==> config.mk <==
export PLATFORM = sky130hd
export DESIGN_NAME = sfwp_core
export DESIGN_NICKNAME = d
export VERILOG_FILES = /design/src/sfwp_sync.v /design/src/sfwp_core.v
export VERILOG_INCLUDE_DIRS = /design/src
export SDC_FILE = /design/constraint.sdc
export NUM_CORES = 1
export LEC_CHECK = 0
export ABC_AREA = 0
export BUFFER_PORTS_ARGS = -buffer_cell sky130_fd_sc_hd__buf_4
export CAP_MARGIN = 30
export CORE_MARGIN = 3
export CORE_UTILIZATION = 41
export DETAILED_ROUTE_END_ITERATION = 6
export PLACE_DENSITY_LB_ADDON = 0.15
export SLEW_MARGIN = 40
export SYNTH_ARGS = -nofsm -noshare
export SYNTH_HDL_FRONTEND = slang
export SYNTH_SLANG_ARGS = --single-unit
==> constraint.sdc <==
create_clock -name i_core_clk -period 4.05 [get_ports i_core_clk]
set_input_delay 0.405 -clock i_core_clk [delete_from_list [all_inputs] [get_ports i_core_clk]]
set_output_delay 0.405 -clock i_core_clk [all_outputs]
set_load 0.02 [all_outputs]
==> src/sfwp_defines.vh <==
// Constants for the serial flash write protection and power mode block
`ifndef SFWP_DEFINES_VH
`define SFWP_DEFINES_VH

// ****************************************************************
// Command codes (arbitrary values, set to match the host decoder)
// ****************************************************************
`define SFWP_OP_WRITE_ENABLE_CMD     8'h10
`define SFWP_OP_WRITE_DISABLE_CMD     8'h11
`define SFWP_OP_SRW      8'h12
`define SFWP_OP_SRW4     8'h13
`define SFWP_OP_PROG     8'h14
`define SFWP_OP_QPROG    8'h15
`define SFWP_OP_SECT     8'h16
`define SFWP_OP_HBLK     8'h17
`define SFWP_OP_BLK      8'h18
`define SFWP_OP_CHIP     8'h19
`define SFWP_OP_DPD      8'h1a
`define SFWP_OP_REL      8'h1b

// ****************************************************************
// Clock pulse counts at which command bytes are complete
// ****************************************************************
`define SFWP_CNT_OP      6'd7
`define SFWP_CNT_B1      6'd15
`define SFWP_CNT_B2      6'd23
`define SFWP_CNT_B3      6'd31
`define SFWP_CNT_MAX     6'd63
`define SFWP_LEN_OP      6'd8
`define SFWP_LEN_SRW     6'd16
`define SFWP_LEN_ERASE   6'd32
`define SFWP_LEN_PROG    6'd40
`define SFWP_MOD_LAST    3'd7

// ****************************************************************
// Pin idle levels after reset: clock low, select high, protect high
// ****************************************************************
`define SFWP_SYNC_IDLE   4'h6

// ****************************************************************
// Memory geometry, 512KB array
// ****************************************************************
`define SFWP_MEM_TOP     20'h7ffff
`define SFWP_MEM_SIZE    20'h80000
`define SFWP_MASK_PAGE   20'h000ff
`define SFWP_MASK_SECT   20'h00fff
`define SFWP_MASK_HBLK   20'h07fff
`define SFWP_MASK_BLK    20'h0ffff
`define SFWP_SZ_4K       20'h01000
`define SFWP_SZ_8K       20'h02000
`define SFWP_SZ_16K      20'h04000
`define SFWP_SZ_32K      20'h08000
`define SFWP_SZ_64K      20'h10000
`define SFWP_SZ_128K     20'h20000
`define SFWP_SZ_256K     20'h40000
`define SFWP_BP_NONE     3'b000
`define SFWP_BP_ALL_SECT 3'b111

// ****************************************************************
// Status data byte fields
// ****************************************************************
`define SFWP_SR_LOCK     7
`define SFWP_SR_GRAN     6
`define SFWP_SR_TB       5
`define SFWP_SR_BP_HI    4
`define SFWP_SR_BP_LO    2
`define SFWP_SR4_CMP     0
`define SFWP_SR4_PDIS    1
`define SFWP_SR4_HDIS    2

// ****************************************************************
// Timing defaults in core clock cycles
// ****************************************************************
`define SFWP_PUW_CYC     16'd2000
`define SFWP_SRW_CYC     16'd200
`define SFWP_PROG_CYC    16'd400
`define SFWP_ERASE_CYC   16'd4000
`define SFWP_ONE         16'd1

`endif

==> src/sfwp_sync.v <==
// Two flip-flop synchroniser for pin inputs
`timescale 1ns/1ns
module sfwp_sync #(
   parameter         W       = 1,
   parameter [W-1:0] RST_VAL = {W{1'b0}}
) (
   input  wire         i_core_clk,
   input  wire         i_srst,
   input  wire [W-1:0] i_async,
   output reg  [W-1:0] o_sync
);
   reg [W-1:0] meta_r;

   // First stage feeds only the second stage
   always @(posedge i_core_clk) begin
      if (i_srst) begin
         meta_r <= RST_VAL;
         o_sync <= RST_VAL;
      end else begin
         meta_r <= i_async;
         o_sync <= meta_r;
      end
   end
endmodule

==> src/sfwp_core.v <==
// Write protection, busy tracking and power modes of a serial flash
//
// Summary of operation
// - Busy bit reports running internal cycle
// - Chip select low means selected, active unless in deep power-down
// - Deselected stays active until cycle ends
// - Deep power-down command enters low power
// - Only release command leaves deep power-down
// - Modifying commands need pulses multiple of eight
// - Modifying commands need write enable latch set
// - Latch clears at reset and completions
// - Power-up timer blocks modifying commands
// - Protect bits make region read-only
// - Protect pin locks configuration bits
// - Top blocks protected by code
// - Bottom blocks protected by code
// - Top sectors protected by code
// - Bottom sectors protected by code
// - Program or erase touching protection ignored
// - Complement bit inverts protected region
`timescale 1ns/1ns
`include "sfwp_defines.vh"
module sfwp_core #(
   parameter [15:0] PUW_CYC   = `SFWP_PUW_CYC,
   parameter [15:0] SRW_CYC   = `SFWP_SRW_CYC,
   parameter [15:0] PROG_CYC  = `SFWP_PROG_CYC,
   parameter [15:0] ERASE_CYC = `SFWP_ERASE_CYC
) (
   input  wire       i_core_clk,
   input  wire       i_srst,
   input  wire       i_spi_clk,
   input  wire       i_spi_cs_n,
   input  wire       i_spi_di,
   input  wire       i_wp_n,
   output reg        o_write_in_progress,
   output reg        o_write_enable_latch,
   output reg        o_deep_power_down,
   output reg        o_active_mode,
   output reg        o_standby_mode,
   output reg        o_write_blocked,
   output reg        o_cmd_rejected,
   output reg  [2:0] o_block_protect,
   output reg        o_top_bottom_select,
   output reg        o_sector_granularity_select,
   output reg        o_protect_complement,
   output reg        o_protect_pin_disable,
   output reg        o_hold_disable_bit,
   output reg        o_status_lock_bit
);
   // ****************************************************************
   // Pin sampling
   // ****************************************************************
   wire [3:0] sync_w;
   wire       sclk_s;
   wire       cs_n_s;
   wire       di_s;
   wire       wp_n_s;
   reg        sclk_d_r;
   reg        cs_d_r;

   sfwp_sync #(.W(4), .RST_VAL(`SFWP_SYNC_IDLE)) u_sync (
      .i_core_clk (i_core_clk),
      .i_srst     (i_srst),
      .i_async    ({i_spi_clk, i_spi_cs_n, i_wp_n, i_spi_di}),
      .o_sync     (sync_w)
   );
   assign sclk_s = sync_w[3];
   assign cs_n_s = sync_w[2];
   assign wp_n_s = sync_w[1];
   assign di_s   = sync_w[0];

   wire sclk_rise = sclk_s & ~sclk_d_r;
   wire cs_fall   = ~cs_n_s & cs_d_r;
   wire cs_rise   = cs_n_s & ~cs_d_r;

   // ****************************************************************
   // Command capture
   // ****************************************************************
   reg [5:0]  cnt_r;
   reg [2:0]  mod_r;
   reg [6:0]  sh_r;
   reg [7:0]  op_r;
   reg [7:0]  b1_r;
   reg [7:0]  b2_r;
   reg [7:0]  b3_r;
   wire [7:0] byte_w = {sh_r, di_s};

   always @(posedge i_core_clk) begin
      sclk_d_r <= sclk_s;
      cs_d_r   <= cs_n_s;
      if (i_srst) begin
         cnt_r <= 6'd0;
         mod_r <= 3'd0;
         sh_r  <= 7'd0;
         op_r  <= 8'h00;
         b1_r  <= 8'h00;
         b2_r  <= 8'h00;
         b3_r  <= 8'h00;
      end else if (cs_fall) begin
         cnt_r <= 6'd0;
         mod_r <= 3'd0;
         op_r  <= 8'h00;
      end else if (~cs_n_s && sclk_rise) begin
         sh_r  <= byte_w[6:0];
         mod_r <= mod_r + 3'd1;
         if (cnt_r != `SFWP_CNT_MAX) begin
            cnt_r <= cnt_r + 6'd1;
         end
         if (cnt_r == `SFWP_CNT_OP) begin
            op_r <= byte_w;
         end else if (cnt_r == `SFWP_CNT_B1) begin
            b1_r <= byte_w;
         end else if (cnt_r == `SFWP_CNT_B2) begin
            b2_r <= byte_w;
         end else if (cnt_r == `SFWP_CNT_B3) begin
            b3_r <= byte_w;
         end
      end
   end

   // ****************************************************************
   // Protected region
   // ****************************************************************
   reg [19:0] sz;
   reg        base_all;
   reg        base_none;
   reg [19:0] plo;
   reg [19:0] phi;
   reg        p_all;
   reg        p_none;

   always @* begin
      sz        = `SFWP_SZ_4K;
      base_all  = 1'b0;
      base_none = (o_block_protect == `SFWP_BP_NONE);
      if (o_sector_granularity_select) begin
         case (o_block_protect)
            3'b001:  sz = `SFWP_SZ_4K;
            3'b010:  sz = `SFWP_SZ_8K;
            3'b011:  sz = `SFWP_SZ_16K;
            3'b111:  base_all = 1'b1;
            default: sz = `SFWP_SZ_32K;
         endcase
      end else begin
         case (o_block_protect)
            3'b001:  sz = `SFWP_SZ_64K;
            3'b010:  sz = `SFWP_SZ_128K;
            3'b011:  sz = `SFWP_SZ_256K;
            default: base_all = ~base_none;
         endcase
      end
      if (o_top_bottom_select) begin
         plo = 20'h00000;
         phi = sz - `SFWP_SZ_4K + `SFWP_MASK_SECT;
      end else begin
         plo = `SFWP_MEM_SIZE - sz;
         phi = `SFWP_MEM_TOP;
      end
      p_all  = base_all;
      p_none = base_none;
      if (o_protect_complement) begin
         p_all  = base_none;
         p_none = base_all;
         if (o_top_bottom_select) begin
            plo = phi + `SFWP_SZ_4K - `SFWP_MASK_SECT;
            phi = `SFWP_MEM_TOP;
         end else begin
            phi = plo - 20'h00001;
            plo = 20'h00000;
         end
      end
   end

   // ****************************************************************
   // Command judgement at deselection
   // ****************************************************************
   reg [19:0] mask;
   reg        is_mem;
   reg        len_ok;
   reg [15:0] dur;
   wire [19:0] addr = {1'b0, b1_r[2:0], b2_r, b3_r};
   wire [19:0] rlo  = addr & ~mask;
   wire [19:0] rhi  = (addr | mask) & `SFWP_MEM_TOP;
   wire        hit  = ~p_none & (p_all | ((rlo <= phi) & (rhi >= plo)));
   wire        is_srw = (op_r == `SFWP_OP_SRW) | (op_r == `SFWP_OP_SRW4);
   wire        hardware_protected_mode    = o_status_lock_bit & ~wp_n_s & ~o_protect_pin_disable;

   always @* begin
      mask   = `SFWP_MASK_PAGE;
      is_mem = 1'b1;
      len_ok = (cnt_r >= `SFWP_LEN_ERASE);
      dur    = ERASE_CYC;
      case (op_r)
         `SFWP_OP_PROG, `SFWP_OP_QPROG: begin
            len_ok = (cnt_r >= `SFWP_LEN_PROG);
            dur    = PROG_CYC;
         end
         `SFWP_OP_SECT:  mask = `SFWP_MASK_SECT;
         `SFWP_OP_HBLK:  mask = `SFWP_MASK_HBLK;
         `SFWP_OP_BLK:   mask = `SFWP_MASK_BLK;
         `SFWP_OP_CHIP: begin
            mask   = `SFWP_MEM_TOP;
            len_ok = (cnt_r >= `SFWP_LEN_OP);
         end
         default: begin
            is_mem = 1'b0;
            len_ok = (cnt_r >= `SFWP_LEN_SRW);
            dur    = SRW_CYC;
         end
      endcase
   end

   wire is_mod  = is_mem | is_srw;
   wire mod_ok  = (mod_r == 3'd0) & len_ok;
   wire gate_ok = o_write_enable_latch & ~o_write_blocked & mod_ok;
   wire accept  = is_mod & gate_ok & (is_mem ? ~hit : ~hardware_protected_mode);

   // ****************************************************************
   // State: latch, busy, power modes, status bits
   // ****************************************************************
   reg [15:0] busy_cnt_r;
   reg [15:0] puw_cnt_r;
   wire       selected = ~cs_n_s;

   always @(posedge i_core_clk) begin
      if (i_srst) begin
         o_write_in_progress         <= 1'b0;
         o_write_enable_latch        <= 1'b0;
         o_deep_power_down           <= 1'b0;
         o_active_mode               <= 1'b0;
         o_standby_mode              <= 1'b1;
         o_write_blocked             <= 1'b1;
         o_cmd_rejected              <= 1'b0;
         o_block_protect             <= 3'b000;
         o_top_bottom_select         <= 1'b0;
         o_sector_granularity_select <= 1'b0;
         o_protect_complement        <= 1'b0;
         o_protect_pin_disable       <= 1'b0;
         o_hold_disable_bit          <= 1'b0;
         o_status_lock_bit           <= 1'b0;
         busy_cnt_r                  <= 16'd0;
         puw_cnt_r                   <= 16'd0;
      end else begin
         o_cmd_rejected <= 1'b0;
         // Writes stay blocked until the supply has had time to settle
         if (puw_cnt_r != PUW_CYC) begin
            puw_cnt_r <= puw_cnt_r + `SFWP_ONE;
         end
         o_write_blocked <= (puw_cnt_r != PUW_CYC);
         // Modes follow current-cycle status, one cycle late, so outputs stay registered
         o_active_mode  <= ~o_deep_power_down & (selected | o_write_in_progress);
         o_standby_mode <= ~o_deep_power_down & ~selected & ~o_write_in_progress;
         if (o_write_in_progress) begin
            busy_cnt_r <= busy_cnt_r - `SFWP_ONE;
            if (busy_cnt_r == `SFWP_ONE) begin
               o_write_in_progress  <= 1'b0;
               o_write_enable_latch <= 1'b0;
            end
            // Host traffic during a cycle is dropped; any command ended then is flagged as rejected
            if (cs_rise && (cnt_r != 6'd0)) begin
               o_cmd_rejected <= 1'b1;
            end
         end else if (cs_rise && (cnt_r != 6'd0)) begin
            if (o_deep_power_down) begin
               if (op_r == `SFWP_OP_REL) begin
                  o_deep_power_down <= 1'b0;
               end else begin
                  o_cmd_rejected <= 1'b1;
               end
            end else if (op_r == `SFWP_OP_WRITE_ENABLE_CMD) begin
               o_write_enable_latch <= 1'b1;
            end else if (op_r == `SFWP_OP_WRITE_DISABLE_CMD) begin
               o_write_enable_latch <= 1'b0;
            end else if (op_r == `SFWP_OP_DPD) begin
               o_deep_power_down <= 1'b1;
               o_active_mode     <= 1'b0;
               o_standby_mode    <= 1'b0;
            end else if (accept) begin
               o_write_in_progress <= 1'b1;
               busy_cnt_r          <= dur;
               if (op_r == `SFWP_OP_SRW) begin
                  o_status_lock_bit           <= b1_r[`SFWP_SR_LOCK];
                  o_sector_granularity_select <= b1_r[`SFWP_SR_GRAN];
                  o_top_bottom_select         <= b1_r[`SFWP_SR_TB];
                  o_block_protect             <= b1_r[`SFWP_SR_BP_HI:`SFWP_SR_BP_LO];
               end else if (op_r == `SFWP_OP_SRW4) begin
                  o_protect_complement  <= b1_r[`SFWP_SR4_CMP];
                  o_protect_pin_disable <= b1_r[`SFWP_SR4_PDIS];
                  o_hold_disable_bit    <= b1_r[`SFWP_SR4_HDIS];
               end
            end else begin
               o_cmd_rejected <= 1'b1;
            end
         end
      end
   end
endmodule

==> out/results.txt <==
Startpoint types = register
Final ANT Viol Nets = 0
VDD IR-drop max = 0.000449 V
Clock power share = 0.472
Worst-skew pair later-pin latency = 0.35 ns
Final-report hold violation count = 0
Min Clock Period, post-route = 3.95 ns
Reg-to-reg startpoint = o_block_protect[0]$_SDFFE_PP0P_
Arrival @ worst endpoint = 4.19 ns
Relative max-transition margin = 0.481
Utilization of the core after routing = 0.502
Crit-path max FO = 7
Via count of the first global-routing pass = 4,344
Part of the total power dissipated in sequential elements = 0.509
Final critical-path setup slack = 0.103 ns
Buffer levels on the longest clock path = 2
Worst reg2reg endpoint = busy_cnt_r[11]$_SDFFE_PP0P_
Io pins = 22
Unrepaired setup endpoints after global routing = yes
Total Wirelength = 12,800 um
Switching Share = 0.223
Hold/Removal Path Class = in2reg
Max-capacitance violation count = 0
Number of buffers added by the clock tree synthesis step = 9
Leakage power figure = 2.42 nW
Final setup TNS = 0 ns
Post-Layout Cell Count = 819
Highest clock frequency the design can meet = 0.253 GHz
Net count of the mapped netlist = 643
Combined global-route utilization of all metal layers = 0.187
Total standard cell area after synthesis = 0.00510 mm2
Top cells by area, synth = sky130_fd_sc_hd__dfxtp_1 (37%), sky130_fd_sc_hd__ha_1 (5.6%), sky130_fd_sc_hd__nor2_1 (5.3%)
Clock tree from TritonCTS = yes
Post-Place Cell Area = 0.00558 mm2
Layout Cell Area excl Fill = 0.00608 mm2
Count of synthesis-stage warnings from yosys = 0
Worst setup EP type = register
Setup clock skew after layout = 0.00591 ns
Violation count after the first detailed-route iteration = 299
Overall power of the completed layout = 1.84 mW
Vert. Die Dim = 118 um
DIE WIDTH = 118 um
Leading cell type in the layout, fill and taps excluded = sky130_fd_sc_hd__dfxtp_1
Switching power = 0.411 mW
Worst slack at placement = -0.133 ns
Count of unique library cells instantiated by Yosys = 65
Starting density of the core = 0.421
# diodes = 0
Global-route wire length before repair = 21,400 um
Fin nets = 675
Pwr/cell area = 303 mW/mm2
Avg Synthesized Cell Area = 8.31 um2
Primary flip-flop cell chosen by synthesis mapping = sky130_fd_sc_hd__dfxtp_1
Number of search-and-repair iterations in the first detailed-routing pass = 5
Area Growth Syn to Fin = 19.1%
Final Setup Violations = 0
Worst setup path startpoint = o_block_protect[0]$_SDFFE_PP0P_
Root Driver = sky130_fd_sc_hd__clkbuf_16
Number of remaining DRC errors = 0
Proportion of layout cells with a drive suffix above 1 = 0.187
Sum of net half-perimeters after detailed placement = 9360 um
Number of antenna violations at the first check in global routing = 0
Area share of the largest cell type after synthesis = 0.369
Post-synth EDFFs = 0
H-tree depth = 3
Final Max Tran Viols = 0
Critical path endpoint = busy_cnt_r[11]$_SDFFE_PP0P_
Pint = 1.43 mW
Placed Instances = 800
Top library cells by usage in the layout, fill and taps aside = sky130_fd_sc_hd__dfxtp_1 (91), sky130_fd_sc_hd__nor2_1 (72), sky130_fd_sc_hd__buf_4 (50)
Worst Reg-to-Reg Cells = 15
Worst Tran Pin Value = 0.778 ns
Post-synthesis instance total = 614
Remaining global-route overflow = 0
IO buf count = 21
Post-synthesis register bit count = 94
Detailed-route wire length per cell = 15.7 um
Clock net sink count = 94
Pin count of the biggest net entering global routing = 74
R2r setup slk = 0.10 ns
Mean number of vias per cell = 5.51
Clock input transition at the sequential cells of the worst setup and hold paths = 0.07 ns
Standard-cell row count = 40
Total via count after detailed routing = 4,515
Worst setup path class = reg2reg
FFs w/ async S/R, synth = 0
Required time of the critical path = 4.30 ns
Hold WS = 0.247 ns
Part of the Yosys area used for sequential elements = 0.369
Core Footprint = 0.0121 mm2
Die Outline Area = 0.0138 mm2
Largest area contributor in the synthesized netlist = sky130_fd_sc_hd__dfxtp_1
Final worst-path cycle share = 0.975
Global placer's final weighted congestion = 0.865
Outcome = finished clean
Logic gate share of total power = 0.019
worst min-delay path by stage:
stage,startpoint,to,slack [ns],depth (start not counted)
after floorplan,u_sync.o_sync[3]$_SDFF_PP0_,sclk_d_r$_DFF_P_,0.34,0
after global placement,u_sync.o_sync[3]$_SDFF_PP0_,sclk_d_r$_DFF_P_,0.37,0
after detailed placement,u_sync.o_sync[3]$_SDFF_PP0_,sclk_d_r$_DFF_P_,0.38,0
after CTS,i_spi_cs_n,u_sync.meta_r[2]$_SDFF_PP1_,0.23,2
after global routing,i_spi_cs_n,u_sync.meta_r[2]$_SDFF_PP1_,0.23,2
final,i_spi_cs_n,u_sync.meta_r[2]$_SDFF_PP1_,0.25,2
area by class of cell:
type                    count  area [um2]
fillers                  1187        6030
multi-input cells         467        3190
flip-flops and latches     94        1890
repair buffers             52         398
clock buffers               9         225
well taps                 168         210
inverters                  22        82.6
clock inverters             7        80.1
power groups by stage:
stage                     sequential, mW  clock [mW]  combinational [mW]
after CTS                          0.938       0.891              0.0363
after global placement             0.959           0              0.0360
after detailed placement           0.959           0              0.0361
after floorplan                    0.958           0              0.0255
final                              0.937       0.869              0.0359
after global routing               0.938       0.923              0.0407
what timing repair did:
action,4_1_cts,5_1_grt
pin swaps,0,21
gates resized for setup,7,31
hold buffers,0,0
setup buffers,0,4
setup endpoints to repair,12,18
cells in the mapped netlist (2+ instances only):
cell,n
sky130_fd_sc_hd__a2111oi_0,2
sky130_fd_sc_hd__inv_1,22
sky130_fd_sc_hd__a21boi_0,2
sky130_fd_sc_hd__xor2_1,13
sky130_fd_sc_hd__nand2b_1,9
sky130_fd_sc_hd__a21oi_1,45
sky130_fd_sc_hd__xnor2_1,12
sky130_fd_sc_hd__nand3_1,18
sky130_fd_sc_hd__and3_1,9
sky130_fd_sc_hd__nand2_1,55
sky130_fd_sc_hd__or4_1,4
sky130_fd_sc_hd__nand4b_1,2
sky130_fd_sc_hd__o31ai_1,10
sky130_fd_sc_hd__mux2i_1,24
sky130_fd_sc_hd__o221ai_1,2
sky130_fd_sc_hd__o211ai_1,5
sky130_fd_sc_hd__nor4b_1,2
sky130_fd_sc_hd__dfxtp_1,94
sky130_fd_sc_hd__nor2b_1,15
sky130_fd_sc_hd__a31o_2,3
sky130_fd_sc_hd__clkbuf_1,26
sky130_fd_sc_hd__a211oi_1,2
sky130_fd_sc_hd__o41ai_1,2
sky130_fd_sc_hd__a21o_1,4
sky130_fd_sc_hd__nand4_1,14
sky130_fd_sc_hd__and2_1,7
sky130_fd_sc_hd__or3_1,10
sky130_fd_sc_hd__ha_1,23
sky130_fd_sc_hd__o22ai_1,5
sky130_fd_sc_hd__a31oi_1,10
sky130_fd_sc_hd__nor4_1,6
sky130_fd_sc_hd__a311oi_1,4
sky130_fd_sc_hd__nor2_1,72
sky130_fd_sc_hd__buf_1,3
sky130_fd_sc_hd__nor3b_1,6
sky130_fd_sc_hd__o21ai_0,21
sky130_fd_sc_hd__and4_1,2
sky130_fd_sc_hd__a221oi_2,2
sky130_fd_sc_hd__nor3_1,9
sky130_fd_sc_hd__or2_2,11
sky130_fd_sc_hd__o41a_1,3
routing by layer:
metal | GRT usage | vias to the layer above | routed length (um)
met4 | 0.0505 | 0 | 163
met5 | 0 | - | 0
met2 | 0.316 | 82 | 6290
met1 | 0.242 | 2140 | 5940
met3 | 0.0413 | 12 | 440
li1 | - | 2281 | -
worst max-delay path, stage by stage, from the launching register on:
cell	delay (ns)
sky130_fd_sc_hd__dfxtp_1	0.32
sky130_fd_sc_hd__nor2b_1	0.13
sky130_fd_sc_hd__o21ai_2	0.16
sky130_fd_sc_hd__nand2_2	0.11
sky130_fd_sc_hd__ha_4	0.24
sky130_fd_sc_hd__nor4_4	0.32
sky130_fd_sc_hd__o211ai_1	0.18
sky130_fd_sc_hd__xnor2_1	0.16
sky130_fd_sc_hd__o22ai_1	0.18
sky130_fd_sc_hd__ha_1	0.28
sky130_fd_sc_hd__and4_1	0.23
sky130_fd_sc_hd__a221o_1	0.35
sky130_fd_sc_hd__a2111oi_4	0.58
sky130_fd_sc_hd__o41ai_4	0.16
sky130_fd_sc_hd__buf_4	0.18
sky130_fd_sc_hd__a221oi_2	0.28
registers in the layout, indices dropped and copies added, names as in the netlist, 3 cells and up:
| register | flops |
|---|---|
| b1_r | 8 |
| b2_r | 4 |
| busy_cnt_r | 16 |
| cnt_r | 6 |
| mod_r | 3 |
| o_block_protect | 3 |
| op_r | 8 |
| puw_cnt_r | 16 |
| sh_r | 7 |
| u_sync.meta_r | 4 |
| u_sync.o_sync | 4 |
cell families after synthesis:
family                     count (synthesis)  share of synthesized area
adders and majority gates                 23                     0.0564
and+or+nand+nor                          259                      0.259
AOI/OAI and AO/OA                        136                      0.185
xor gates and xnor gates                  25                     0.0429
DFF                                       94                      0.369
buffers and inverters                     53                     0.0407
muxes                                     24                     0.0471
(Power assumes the default switching activity.)
